`src/inc/serial_tx_pkg.sv`:
```
// Purpose: Shared constants and types for the asynchronous serial transmitter.
// Assumes: 250 MHz system clock; one instruction cycle is a fixed number of clocks.
// Notes:   All widths are fixed.
package serial_tx_pkg;
  localparam int          DATA_W       = 9;
  localparam int          FIFO_DEPTH   = 4;
  localparam int          BAUD_W       = 16;
  localparam int          BAUD_LO_W    = 8;
  localparam int          TCY_CLKS     = 4;
  localparam int          BIT_IDX_W    = 4;
  localparam logic [3:0]  BITS_EIGHT   = 4'h8;
  localparam logic [3:0]  BITS_NINE    = 4'h9;
  localparam logic        LINE_MARK    = 1'b1;
  localparam logic        LINE_SPACE   = 1'b0;
  localparam logic [15:0] BAUD_RST     = 16'h0000;
  localparam logic [3:0]  FLAG_DELAY   = 4'h8;

  typedef enum logic [1:0] {
    ST_IDLE  = 2'b00,
    ST_START = 2'b01,
    ST_DATA  = 2'b11,
    ST_STOP  = 2'b10
  } tx_state_t;

  function automatic logic [15:0] baud_reload(input logic [15:0] div, input logic wide);
    baud_reload = wide ? div : {8'h00, div[BAUD_LO_W-1:0]};
  endfunction
endpackage

```
`src/rtl/serial_tx_fifo.sv`:
```
// Purpose: Small valid/ready FIFO for characters.
// Assumes: Single clock, freeze on clock enable low.
// Notes:   Read data come out of a register.
`timescale 1ns/1ps
`default_nettype none
module serial_tx_fifo #(
  parameter int WIDTH = 9,
  parameter int DEPTH = 4
) (
  input  wire logic             i_clk,
  input  wire logic             i_arst_n,
  input  wire logic             i_ce,
  input  wire logic             i_flush,
  input  wire logic             i_in_valid,
  output logic                  o_in_ready,
  input  wire logic [WIDTH-1:0] i_in_data,
  output logic                  o_out_valid,
  input  wire logic             i_out_ready,
  output logic      [WIDTH-1:0] o_out_data
);
  localparam int AW = $clog2(DEPTH);
  typedef struct packed {
    logic [DEPTH-1:0][WIDTH-1:0] mem;
    logic [AW:0]                 cnt;
    logic [AW-1:0]               wp;
    logic [AW-1:0]               rp;
    logic                        ov;
    logic [WIDTH-1:0]            od;
  } fifo_t;
  fifo_t s_reg, s_next;
  logic  push, pop, load;

  always_comb begin
    s_next = s_reg;
    load   = !s_reg.ov || i_out_ready;
    pop    = load && (s_reg.cnt != '0);
    push   = i_in_valid && (s_reg.cnt != (AW+1)'(DEPTH));
    if (push) begin
      s_next.mem[s_reg.wp] = i_in_data;
      s_next.wp = s_reg.wp + 1'b1;
    end
    if (load) begin
      s_next.ov = pop;
      if (pop) begin
        s_next.od = s_reg.mem[s_reg.rp];
        s_next.rp = s_reg.rp + 1'b1;
      end
    end
    s_next.cnt = s_reg.cnt + (AW+1)'(push) - (AW+1)'(pop);
    if (i_flush) begin
      s_next.cnt = '0;
      s_next.wp  = '0;
      s_next.rp  = '0;
      s_next.ov  = 1'b0;
    end
  end

  always_ff @(posedge i_clk or negedge i_arst_n) begin
    if (!i_arst_n) begin
      s_reg <= '0;
    end else if (i_ce) begin
      s_reg <= s_next;
    end
  end

  assign o_in_ready  = (s_reg.cnt != (AW+1)'(DEPTH));
  assign o_out_valid = s_reg.ov;
  assign o_out_data  = s_reg.od;
endmodule
`default_nettype wire

```
`src/rtl/serial_tx_baud.sv`:
```
// Purpose: Baud tick generator, 8-bit or 16-bit divider from the system clock.
// Assumes: Divider value d gives one tick every d+1 enabled clocks.
// Notes:   Restart realigns the divider to the start of a bit.
`timescale 1ns/1ps
`default_nettype none
module serial_tx_baud
  import serial_tx_pkg::*;
(
  input  wire logic        i_clk,
  input  wire logic        i_arst_n,
  input  wire logic        i_ce,
  input  wire logic        i_restart,
  input  wire logic        i_wide,
  input  wire logic [15:0] i_div,
  output logic             o_tick
);
  typedef struct packed {
    logic [15:0] cnt;
  } baud_t;
  baud_t s_reg, s_next;

  always_comb begin
    s_next = s_reg;
    if (i_restart || s_reg.cnt == 16'h0000) begin
      s_next.cnt = baud_reload(i_div, i_wide);
    end else begin
      s_next.cnt = s_reg.cnt - 16'h0001;
    end
  end

  always_ff @(posedge i_clk or negedge i_arst_n) begin
    if (!i_arst_n) begin
      s_reg.cnt <= BAUD_RST;
    end else if (i_ce) begin
      s_reg <= s_next;
    end
  end

  assign o_tick = i_ce && !i_restart && (s_reg.cnt == 16'h0000);
endmodule
`default_nettype wire

```
`src/rtl/serial_tx.sv`:
```
// Purpose: Asynchronous NRZ serial transmitter with holding buffer and empty flag.
// Assumes: Software writes arrive as one-cycle strobes on the system clock.
// Notes:   The holding buffer is the first FIFO entry; the FIFO output register loads the shift register.
`timescale 1ns/1ps
`default_nettype none
module serial_tx
  import serial_tx_pkg::*;
(
  input  wire logic                      i_clk,
  input  wire logic                      i_arst_n,
  input  wire logic                      i_ce,
  input  wire logic                      i_transmit_enable_bit,
  input  wire logic                      i_serial_port_enable,
  input  wire logic                      i_sync_mode,
  input  wire logic                      i_nine_bit,
  input  wire logic                      i_two_stop,
  input  wire logic                      i_baud_wide,
  input  wire logic [15:0]               i_baud_div,
  input  wire logic                      i_holding_write,
  input  wire logic [serial_tx_pkg::DATA_W-1:0] i_holding_data,
  input  wire logic                      i_transmit_interrupt_enable,
  input  wire logic                      i_port_latch_tx,
  input  wire logic                      i_port_latch_rx,
  input  wire logic                      i_pin_dir_tx_n,
  input  wire logic                      i_pin_dir_rx_n,
  input  wire logic                      i_receive_data_pin,
  output logic                           o_transmit_clock_pin,
  output logic                           o_transmit_clock_pin_oe,
  output logic                           o_receive_data_pin,
  output logic                           o_receive_data_pin_oe,
  output logic                           o_rx_port_read,
  output logic                           o_holding_ready,
  output logic                           o_transmit_buffer_empty_flag,
  output logic                           o_irq,
  output logic                           o_busy
);
  typedef struct packed {
    tx_state_t             st;
    logic [DATA_W-1:0]     shreg;
    logic [BIT_IDX_W-1:0]  idx;
    logic                  stop2;
    logic                  line;
    logic                  flag;
    logic [3:0]            hold;
    logic                  rx_s1;
    logic                  rx_s2;
  } tx_t;
  tx_t  s_reg, s_next;

  logic active, f_valid, f_ready_out, f_in_ready, tick, restart;
  logic [DATA_W-1:0] f_data;
  logic [BIT_IDX_W-1:0] nbits;

  // ****************************************************************
  // Holding buffer and baud generator
  // ****************************************************************
  assign active  = i_transmit_enable_bit && i_serial_port_enable && !i_sync_mode;
  assign nbits   = i_nine_bit ? BITS_NINE : BITS_EIGHT;
  assign restart = (s_reg.st == ST_IDLE);

  // The shift register only ever takes the holding buffer output.
  assign f_ready_out = (s_reg.st == ST_IDLE) || ((s_reg.st == ST_STOP) && tick && !s_reg.stop2);

  serial_tx_fifo #(
    .WIDTH (DATA_W),
    .DEPTH (FIFO_DEPTH)
  ) u_fifo (
    .i_clk       (i_clk),
    .i_arst_n    (i_arst_n),
    .i_ce        (i_ce),
    .i_flush     (!active),
    .i_in_valid  (i_holding_write && active),
    .o_in_ready  (f_in_ready),
    .i_in_data   (i_holding_data),
    .o_out_valid (f_valid),
    .i_out_ready (f_ready_out && active),
    .o_out_data  (f_data)
  );

  serial_tx_baud u_baud (
    .i_clk     (i_clk),
    .i_arst_n  (i_arst_n),
    .i_ce      (i_ce),
    .i_restart (restart),
    .i_wide    (i_baud_wide),
    .i_div     (i_baud_div),
    .o_tick    (tick)
  );

  // ****************************************************************
  // Frame sequencer
  // ****************************************************************
  always_comb begin
    s_next       = s_reg;
    s_next.rx_s1 = i_receive_data_pin;
    s_next.rx_s2 = s_reg.rx_s1;
    case (s_reg.st)
      ST_IDLE: begin
        s_next.line = LINE_MARK;
        if (active && f_valid) begin
          s_next.shreg = f_data;
          s_next.st    = ST_START;
          s_next.line  = LINE_SPACE;
          s_next.idx   = '0;
        end
      end
      ST_START: begin
        if (tick) begin
          s_next.st    = ST_DATA;
          s_next.line  = s_reg.shreg[0];
          s_next.shreg = s_reg.shreg >> 1;
          s_next.idx   = 4'h1;
        end
      end
      ST_DATA: begin
        if (tick) begin
          if (s_reg.idx == nbits) begin
            s_next.st    = ST_STOP;
            s_next.line  = LINE_MARK;
            s_next.stop2 = i_two_stop;
          end else begin
            s_next.line  = s_reg.shreg[0];
            s_next.shreg = s_reg.shreg >> 1;
            s_next.idx   = s_reg.idx + 4'h1;
          end
        end
      end
      ST_STOP: begin
        if (tick) begin
          if (s_reg.stop2) begin
            s_next.stop2 = 1'b0;
          end else if (f_valid) begin
            s_next.shreg = f_data;
            s_next.st    = ST_START;
            s_next.line  = LINE_SPACE;
            s_next.idx   = '0;
          end else begin
            s_next.st = ST_IDLE;
          end
        end
      end
      default: s_next.st = ST_IDLE;
    endcase
    if (!active) begin
      s_next.st    = ST_IDLE;
      s_next.line  = LINE_MARK;
      s_next.stop2 = 1'b0;
    end
    // Flag holds its old value for two instruction cycles after a write.
    if (i_holding_write && active) begin
      s_next.hold = FLAG_DELAY;
    end else if (s_reg.hold != 4'h0) begin
      s_next.hold = s_reg.hold - 4'h1;
    end
    if (!i_transmit_enable_bit) begin
      s_next.flag = 1'b0;
      s_next.hold = 4'h0;
    end else if (!i_transmit_enable_bit || s_reg.hold == 4'h0 || s_next.hold == 4'h0) begin
      s_next.flag = !(f_valid && f_ready_out == 1'b0) || !active;
    end
  end

  always_ff @(posedge i_clk or negedge i_arst_n) begin
    if (!i_arst_n) begin
      s_reg       <= '0;
      s_reg.line  <= LINE_MARK;
      s_reg.rx_s1 <= 1'b1;
      s_reg.rx_s2 <= 1'b1;
    end else if (i_ce) begin
      s_reg <= s_next;
    end
  end

  // ****************************************************************
  // Pins and status
  // ****************************************************************
  assign o_transmit_clock_pin    = i_serial_port_enable ? s_reg.line : i_port_latch_tx;
  assign o_transmit_clock_pin_oe = i_serial_port_enable || i_pin_dir_tx_n;
  assign o_receive_data_pin      = i_port_latch_rx;
  assign o_receive_data_pin_oe   = !i_serial_port_enable && i_pin_dir_rx_n;
  assign o_rx_port_read          = s_reg.rx_s2;
  // Ready must match what the FIFO really takes, or a refused write would still be queued.
  assign o_holding_ready         = f_in_ready && active;
  assign o_transmit_buffer_empty_flag = s_reg.flag;
  assign o_irq                   = s_reg.flag && i_transmit_interrupt_enable;
  assign o_busy                  = (s_reg.st != ST_IDLE);
endmodule
`default_nettype wire

```
`config.mk`:
```
export PLATFORM = sky130hd
export DESIGN_NAME = serial_tx
export DESIGN_NICKNAME = d
export VERILOG_FILES = /design/src/inc/serial_tx_pkg.sv /design/src/rtl/serial_tx_fifo.sv /design/src/rtl/serial_tx_baud.sv /design/src/rtl/serial_tx.sv
export SDC_FILE = /design/constraint.sdc
export NUM_CORES = 1
export LEC_CHECK = 0
export ABC_AREA = 1
export BUFFER_PORTS_ARGS = -buffer_cell sky130_fd_sc_hd__buf_2
export CAP_MARGIN = 0
export CORE_MARGIN = 5
export CORE_UTILIZATION = 47
export CTS_BUF_LIST = sky130_fd_sc_hd__clkbuf_8
export CTS_CLUSTER_DIAMETER = 80
export DETAILED_ROUTE_END_ITERATION = 10
export PLACE_DENSITY = 0.68
export SLEW_MARGIN = 30
export SYNTH_ARGS = -nofsm -noshare
export SYNTH_HDL_FRONTEND = slang
export SYNTH_SLANG_ARGS = --single-unit
```
`constraint.sdc`:
```
create_clock -name i_clk -period 3.8 [get_ports i_clk]
set_input_delay 0.76 -clock i_clk [delete_from_list [all_inputs] [get_ports i_clk]]
set_output_delay 0.76 -clock i_clk [all_outputs]
set_load 0.01 [all_outputs]
```
==> results of run 1 <==
where the power goes:
| group | total, mW | switching (mW) | internal [mW] |
|---|---|---|---|
| Sequential | 1.25 | 0.101 | 1.15 |
| Clock | 0.667 | 0.405 | 0.262 |
| Combinational | 0.574 | 0.343 | 0.231 |
| Total | 2.49 | 0.849 | 1.64 |
area by class of cell:
class,count,area [sq um]
inverter,62,233
sequential,93,2330
tap,136,170
fill,1022,4840
multi-input combinational,430,2240
clock inverter,7,76.3
timing repair buffer,51,268
clock buffer,9,124
worst paths after layout:
kind	startpoint	endpoint	slack, ns
hold / removal	i_arst_n	u_baud.s_reg[7]$_DFFE_PN0P_	0.45
max in group asynchronous	i_arst_n	s_next[0]$_DFFE_PN1P_	2.56
setup reg to reg	s_reg[22]$_DFFE_PN0P_	u_fifo.s_reg[16]$_DFFE_PN0P_	1.11
hold reg to reg	o_rx_port_read$_DFFE_PN1P_	o_rx_port_read$_DFFE_PN1P_	0.47
setup / recovery	s_reg[22]$_DFFE_PN0P_	u_fifo.s_reg[16]$_DFFE_PN0P_	1.11
min in group i_clk	o_rx_port_read$_DFFE_PN1P_	o_rx_port_read$_DFFE_PN1P_	0.47
cells by family after synthesis:
| group | Yosys count | share of synthesized area |
|---|---|---|
| simple gates | 268 | 0.237 |
| compound gates | 143 | 0.173 |
| flops | 93 | 0.472 |
| buf+inv | 83 | 0.0743 |
| fa+ha+maj | 11 | 0.0294 |
| xor+xnor | 8 | 0.0142 |
worst register-to-register path: cells and delay by family, from the launching register on:
| kind | cells | cell delay (ns) |
|---|---|---|
| buffers and inverters | 2 | 0.11 |
| adder cells (fa/ha/maj) | 3 | 0.76 |
| AO/OA/AOI/OAI | 2 | 0.27 |
| flip-flops | 1 | 0.66 |
| AND/OR/NAND/NOR | 5 | 0.62 |
| XOR/XNOR | 1 | 0.17 |
cells in the mapped netlist (all sizes together):
cell type and instances:
a21boi 1, a21o 1, a21oi 13, a221oi 9, a22oi 5, a31oi 6
buf 14, clkbuf 7, clkinv 5, dfrtp 90, dfstp 3, fa 1
ha 10, inv 57, nand2 167, nand3 44, nand4 6, nor2 46
nor3 3, o2111ai 2, o211ai 5, o21a 7, o21ai 85, o22ai 7
o31ai 2, or2 2, xnor2 3, xor2 5
layer usage:
metal  up-vias  global-route usage  part of all wire
met5         -                   0                 0
met1      1931               0.229              0.49
met3        17              0.0243             0.039
met2        73               0.298              0.46
met4         0              0.0641             0.017
li1       2111                   -                 -
==> metrics.cfg, run 1 <==
[clock_network]
hold_buffers = 0
insertion_delay_ns = 0.38
clkTransAtPathRegs_ns = 0.11
htreeDepth = 3
cts.repair.resized = 0
cts_tree = built
numCtsBuffers = 9
postCtsSetupBuffers = 0
root_buffer = clkbuf_8
cts_sinks = 93
cts_buffer_depth = 2

[critical_path]
cpPeakStageDelay_ns = 0.66
crit_chain = nor2_1, nor2_1, nand4_1, nand2_1, nand2_1, a21boi_0, ha_1, inv_1, ha_1, inv_1, fa_1, xor2_1, o22ai_1
critPathCaptureType = register
ff2ff_path_depth = 13
arrival_ns = 2.94
critPathMaxFanout = 15
path_class = register to register
cp_top_family = adder cells
path_depth = 13
slowest_stage = dfrtp_1
crit_buf_inv = 2
cp.required_ns = 4.05
start_kind = register

[pwr]
total_power_mw = 2.49
p_leak_nw = 2.64
power_density_nw_per_um2 = 458
ir_drop_mv = 0.184

[routing]
wl_per_cell_um = 13.6
routed_wl_mm = 10.7
ant_nets = 0
drt_iter0_markers = 260
num_vias = 4132
drt_pass1_iterations = 5
drc = 0
viasPerCell = 5.24

[floorplan]
rows = 37
die_w_um = 112
coreArea_sq_um = 10300
start_util = 0.480
die_area_sq_um = 12600
die_y_um = 112
ioPinCount = 50

[timing]
fin_skew_ns = 0.0152
clock.fmax_mhz = 371
tightest_slew_ns = 0.895
setup_slack_ns = 1.11
setup_tns_ns = 0
slew_headroom = 0.401
period_share = 0.709
rsz0062_at_grt = no
fin_crit_ns = 2.69
hold_ws_ns = 0.452
hold_viol_final = 0
final-max-slew-violation-count = 0
setup_viol = 0

[run]
cap_violations = 0

[placement]
dp_cells = 772
port_buffers = 47
routabilityCongestion = 0.826
place_area_sq_um = 5240
pre_cts_ws_ns = 0.911
dp_hpwl_mm = 7.65

[synth]
ys_types = 41
syn_avg_cell_area_sq_um = 8.14
synth_seq_area_share = 0.472
synthCells = 606
netlist_top_cells_area = dfrtp_1, nand2_1, nand3_1
yosys.area.top_type = dfrtp_1
syn_area_sq_um = 4930
yosys.area.top_type_share = 0.457
synth_nets = 658
synth_seq_cells = 93
yosys_warnings = 0

[global_routing]
antenna_found_initial = 0
grt_pass1_vias = 4063
overflow = 0
grt_pass1_wl_mm = 18.5
track_usage = 0.175
grt_start_max_net_pins = 65

[finish]
largest_register_ffs = 43
areaGrowthSynthToFinish_pct = 10.2
diodes = 0
final_cells = 788
final_nets = 699
fin_util = 0.529
final_area_sq_um = 5440
final_cell_mix = nand2_1, dfrtp_1, inv_1, buf_2, nand3_1
layout-drive-gt1-share = 0.147
layout_commonest_cell = nand2_1

[outcome]
status = complete, no violations

[hold_path]
hold_class = input port to asynchronous set/reset pin

Power figures use the tool's default switching activity.
==> inputs of run 2 (changes only) <==
- clock period: 3.8 -> 2.72 ns (I/O delays scaled with it)
==> metrics.cfg, run 2 (synthesis results as in run 1) <==
[routing]
ant_nets = 0  ; unchanged
num_vias = 4140  ; was 4132
drt_pass1_iterations = 5  ; unchanged
routed_wl_mm = 10.7  ; about the same
topRoutingLayerUsed = met4  ; unchanged
wl_met1_mm = 5.09  ; was 5.20 mm
dr_wl_met2_mm = 4.98  ; was 4.90 mm
drc = 0  ; unchanged
drt_iter0_markers = 239  ; was 260
viasPerCell = 5.23  ; was 5.24
wl_per_cell_um = 13.5  ; was 13.6 um
wl_met3_um = 422  ; was 413 um

[timing]
final-max-slew-violation-count = 0  ; unchanged
setup_tns_ns = 0  ; unchanged
hold_viol_final = 0  ; unchanged
rsz0062_at_grt = no  ; unchanged
slew_headroom = 0.598  ; was 0.401
clock.fmax_mhz = 398  ; was 371 MHz
period_share = 0.923  ; was 0.709
tightest_slew_ns = 0.603  ; was 0.895 ns
setup_viol = 0  ; unchanged
fin_crit_ns = 2.51  ; was 2.69 ns
fin_skew_ns = 0.0105  ; was 0.0152 ns
hold_ws_ns = 0.163  ; was 0.452 ns
setup_slack_ns = 0.210  ; was 1.11 ns

[finish]
layout-drive-gt1-share = 0.154  ; was 0.147
diodes = 0  ; unchanged
final_cell_mix = nand2_1, dfrtp_1, inv_1, buf_2, nand3_1  ; unchanged
largest_register_ffs = 43  ; unchanged
areaGrowthSynthToFinish_pct = 10.7  ; was 10.2%
final_cells = 792  ; was 788
final_area_sq_um = 5460  ; was 5440 sq um
fin_util = 0.531  ; was 0.529
n_fill_cell = 994  ; was 1022
final_nets = 703  ; was 699
layout_commonest_cell = nand2_1  ; unchanged

[clock_network]
hold_buffers = 0  ; unchanged
htreeDepth = 3  ; unchanged
cts_buffer_depth = 2  ; unchanged
cts_sinks = 93  ; unchanged
numCtsBuffers = 9  ; unchanged
cts_tree = built  ; unchanged
clkTransAtPathRegs_ns = 0.10  ; was 0.11 ns
root_buffer = clkbuf_8  ; unchanged
insertion_delay_ns = 0.37  ; was 0.38 ns

[hold_path]
hold_class = input port to asynchronous set/reset pin  ; unchanged

[global_routing]
track_usage = 0.176  ; was 0.175
grt_pass1_wl_mm = 18.5  ; unchanged
grt_pass1_vias = 4002  ; was 4063
grt_start_max_net_pins = 48  ; was 65
overflow = 0  ; unchanged
antenna_found_initial = 0  ; unchanged

[floorplan]
die_area_sq_um = 12600  ; unchanged
die_y_um = 112  ; unchanged
ioPinCount = 50  ; unchanged
rows = 37  ; unchanged
start_util = 0.480  ; unchanged
coreArea_sq_um = 10300  ; unchanged
die_w_um = 112  ; unchanged

[critical_path]
slowest_stage = dfrtp_1  ; unchanged
cp_top_family = adder cells  ; unchanged
path_class = register to register  ; unchanged
arrival_ns = 2.75  ; was 2.94 ns
critPathCaptureType = register  ; unchanged
regToRegSetupSlack_ns = 0.21  ; was 1.11 ns
critPathMaxFanout = 3  ; was 15
crit_chain = inv_1, ha_1, nand3_1, nor2_2, nand4_1, nand2_1, nand2_1, a21boi_1, ha_1, inv_1, ha_1, inv_1, fa_1, xor2_1, o22ai_1  ; was nor2_1, nor2_1, nand4_1, nand2_1, nand2_1, a21boi_0, ha_1, inv_1, ha_1, inv_1, fa_1, xor2_1, o22ai_1
start_kind = register  ; unchanged
cpPeakStageDelay_ns = 0.40  ; was 0.66 ns
cp.required_ns = 2.96  ; was 4.05 ns
crit_buf_inv = 3  ; was 2

[pwr]
p_leak_nw = 2.64  ; about the same
ir_drop_mv = 0.340  ; was 0.184 mV
power_density_nw_per_um2 = 625  ; was 458 nW/um^2
total_power_mw = 3.42  ; was 2.49 mW

[placement]
dp_cells = 776  ; was 772
place_area_sq_um = 5280  ; was 5240 sq um
routabilityCongestion = 0.880  ; was 0.826
port_buffers = 47  ; unchanged
pre_cts_ws_ns = 0.157  ; was 0.911 ns
dp_hpwl_mm = 7.67  ; was 7.65 mm

[outcome]
status = complete, no violations  ; unchanged

[run]
cap_violations = 0  ; unchanged

run 2: cell count changes in the layout (fill, tap and decap cells not counted), moves of 2 or more:
| cell | change |
|---|---|
| buf_4 | +3 |
| inv_8 | -3 |
| clkinvlp_4 | +2 |
| inv_6 | +2 |
run 2: metal layers:
layer	vias to the layer above	global-route usage
li1	2110	-
met1	1938	0.238
met2	76	0.287
met3	16	0.0264
met4	0	0.0665
met5	-	0
run 2: worst paths after layout:
path	start	endpoint	cells after the start
min in group i_clk	i_receive_data_pin	s_next[0]$_DFFE_PN1P_	3
min reg2reg	s_next[0]$_DFFE_PN1P_	s_next[0]$_DFFE_PN1P_	2
max	u_baud.s_reg[0]$_DFFE_PN0P_	u_fifo.s_reg[16]$_DFFE_PN0P_	15
min	i_arst_n	u_baud.s_reg[7]$_DFFE_PN0P_	1
max in group asynchronous	i_arst_n	s_next[0]$_DFFE_PN1P_	2
max reg2reg	u_baud.s_reg[0]$_DFFE_PN0P_	u_fifo.s_reg[16]$_DFFE_PN0P_	15
run 2: report_power, final:
part	internal [mW]	switching, mW
logic	0.330	0.487
registers	1.60	0.135
clock network	0.342	0.522
total	2.27	1.14
run 2: final cells by class:
cell class	instances	area, sq um	share of cell area
multi-input combinational	430	2240	0.410
inverter	62	233	0.0426
tap	136	170	0.0312
clock inverter	7	55.1	0.0101
sequential	93	2330	0.427
clock buffer	9	124	0.0227
timing repair buffer	55	310	0.0568
run 2: worst register-to-register path: stages (launching register included):
cell and delay, ns:
dfrtp_1 0.40, inv_1 0.10, ha_1 0.18, nand3_1 0.09, nor2_2 0.11, nand4_1 0.09, nand2_1 0.09, nand2_1 0.09
a21boi_1 0.14, ha_1 0.24, inv_1 0.06, ha_1 0.13, inv_1 0.05, fa_1 0.37, xor2_1 0.17, o22ai_1 0.08
run 2: repair_timing:
action | CTS | global route
buffers inserted | 0 | 0
setup endpoints to repair | 0 | 1
resized for setup | 0 | 2
==> inputs of run 3 (changes only) <==
- CORE_MARGIN: 5 -> 2
- RECOVER_POWER: not set -> 25
==> metrics.cfg, run 3 (synthesis results as in run 1) <==
[global_routing]
grt_pass1_vias = 3907  ; was 4002
grt_start_max_net_pins = 46  ; was 48
antenna_found_initial = 0  ; unchanged
overflow = 0  ; unchanged
track_usage = 0.199  ; was 0.176
grt_pass1_wl_mm = 18.1  ; was 18.5 mm

[routing]
ant_nets = 0  ; unchanged
drt_pass1_iterations = 5  ; unchanged
drc = 0  ; unchanged
drt_iter0_markers = 277  ; was 239
num_vias = 4181  ; was 4140
wl_per_cell_um = 13.6  ; was 13.5 um
viasPerCell = 5.28  ; was 5.23
routed_wl_mm = 10.8  ; was 10.7 mm

[critical_path]
path_class = register to register  ; unchanged
cpPeakStageDelay_ns = 0.38  ; was 0.40 ns
regToRegSetupSlack_ns = 0.20  ; was 0.21 ns
arrival_ns = 2.81  ; was 2.75 ns
crit_top_cell = inv_1
cp_top_family = adder cells  ; unchanged
start_kind = register  ; unchanged
crit_chain = inv_1, ha_2, nand3_1, nor2_2, nand4_1, nand2_1, nand2_1, a21boi_1, ha_1, inv_1, ha_1, inv_1, fa_1, xor2_1, o22ai_1  ; was inv_1, ha_1, nand3_1, nor2_2, nand4_1, nand2_1, nand2_1, a21boi_1, ha_1, inv_1, ha_1, inv_1, fa_1, xor2_1, o22ai_1
critPathCaptureType = register  ; unchanged
slowest_stage = dfrtp_1  ; unchanged
critPathMaxFanout = 4  ; was 3
crit_buf_inv = 3  ; unchanged
cp.required_ns = 3.00  ; was 2.96 ns

[clock_network]
root_buffer = clkbuf_8  ; unchanged
insertion_delay_ns = 0.37  ; about the same
cts_buffer_depth = 2  ; unchanged
clkTransAtPathRegs_ns = 0.09  ; was 0.10 ns
htreeDepth = 3  ; unchanged
cts_sinks = 93  ; unchanged
numCtsBuffers = 9  ; unchanged
cts_tree = built  ; unchanged
hold_buffers = 0  ; unchanged

[pwr]
power_density_nw_per_um2 = 642  ; was 625 nW/um^2
ir_drop_mv = 0.434  ; was 0.340 mV
total_power_mw = 3.52  ; was 3.42 mW
p_leak_nw = 2.66  ; was 2.64 nW

[finish]
areaGrowthSynthToFinish_pct = 11.0  ; was 10.7%
layout_commonest_cell = nand2_1  ; unchanged
final_nets = 703  ; unchanged
diodes = 0  ; unchanged
final_cells = 792  ; unchanged
fin_util = 0.533  ; was 0.531
largest_register_ffs = 43  ; unchanged
final_area_sq_um = 5480  ; was 5460 sq um
layout-drive-gt1-share = 0.159  ; was 0.154
final_cell_mix = nand2_1, dfrtp_1, inv_1, buf_2, nand3_1  ; unchanged

[floorplan]
die_y_um = 106  ; was 112 um
die_area_sq_um = 11300  ; was 12600 sq um
rows = 37  ; unchanged
start_util = 0.480  ; unchanged
die_w_um = 106  ; was 112 um
ioPinCount = 50  ; unchanged
coreArea_sq_um = 10300  ; unchanged

[placement]
dp_cells = 776  ; unchanged
dp_hpwl_mm = 7.69  ; was 7.67 mm
place_area_sq_um = 5280  ; unchanged
routabilityCongestion = 0.856  ; was 0.880
port_buffers = 47  ; unchanged

[outcome]
status = complete, no violations  ; unchanged

[timing]
slew_headroom = 0.265  ; was 0.598
fin_crit_ns = 2.52  ; was 2.51 ns
final-max-slew-violation-count = 0  ; unchanged
setup_viol = 0  ; unchanged
period_share = 0.927  ; was 0.923
clock.fmax_mhz = 396  ; was 398 MHz
tightest_slew_ns = 1.10  ; was 0.603 ns
fin_skew_ns = 0.00647  ; was 0.0105 ns
hold_ws_ns = 0.372  ; was 0.163 ns
hold_viol_final = 0  ; unchanged

[hold_path]
hold_class = input port to asynchronous set/reset pin  ; unchanged

[run]
cap_violations = 0  ; unchanged

[run 3: metal layers]
layer,track usage,vias up,wire length (um)
met3,0.0319,12,465
li1,-,2107,-
met2,0.320,97,5050
met1,0.277,1965,5110
met5,0,-,0
met4,0.0668,0,149
[run 3: report_power, final]
part	internal (mW)	switching [mW]	total (mW)
Combinational	0.327	0.487	0.814
Sequential	1.60	0.138	1.74
Clock	0.440	0.523	0.962
Total	2.37	1.15	3.52
[run 3: worst register-to-register path: stages, from the launching register on]
cell,delay (ns)
dfrtp_1,0.38
inv_1,0.11
ha_2,0.20
nand3_1,0.09
nor2_2,0.11
nand4_1,0.08
nand2_1,0.08
nand2_1,0.09
a21boi_1,0.14
ha_1,0.24
inv_1,0.06
ha_1,0.14
inv_1,0.05
fa_1,0.37
xor2_1,0.17
o22ai_1,0.13
[run 3: final cells by class]
class,instances,area (sq um)
clock buffers,9,124
clock inverters,7,81.3
fillers,991,4800
inverters,62,233
multi-input cells,430,2240
flip-flops and latches,93,2330
well taps,136,170
repair buffers,55,293
[run 3: path summary, 6_finish.rpt]
kind,startpoint,to,depth (start not counted)
max,u_baud.s_reg[1]$_DFFE_PN0P_,u_fifo.s_reg[16]$_DFFE_PN0P_,15
min,i_arst_n,u_baud.s_reg[8]$_DFFE_PN0P_,1
max reg2reg,u_baud.s_reg[1]$_DFFE_PN0P_,u_fifo.s_reg[16]$_DFFE_PN0P_,15
min reg2reg,o_rx_port_read$_DFFE_PN1P_,o_rx_port_read$_DFFE_PN1P_,2
max in group asynchronous,i_arst_n,u_fifo.s_reg[13]$_DFFE_PN0P_,2
min in group i_clk,i_receive_data_pin,s_next[0]$_DFFE_PN1P_,3
[run 3: repair_timing]
item	in CTS	in global routing
setup buffers	0	0
gates resized for setup	0	5
setup endpoints to repair	0	2
endpoints found under the hold margin	0	0
[run 3: stage by stage]
| step | worst slack (ns) | TNS, ns |
|---|---|---|
| after global routing | -0.00388 | -0.00388 |
| after global placement | 0.206 | 0 |
| after CTS | 0.118 | 0 |
| after floorplan | 0.306 | 0 |
| final | 0.198 | 0 |
| after detailed placement | 0.110 | 0 |
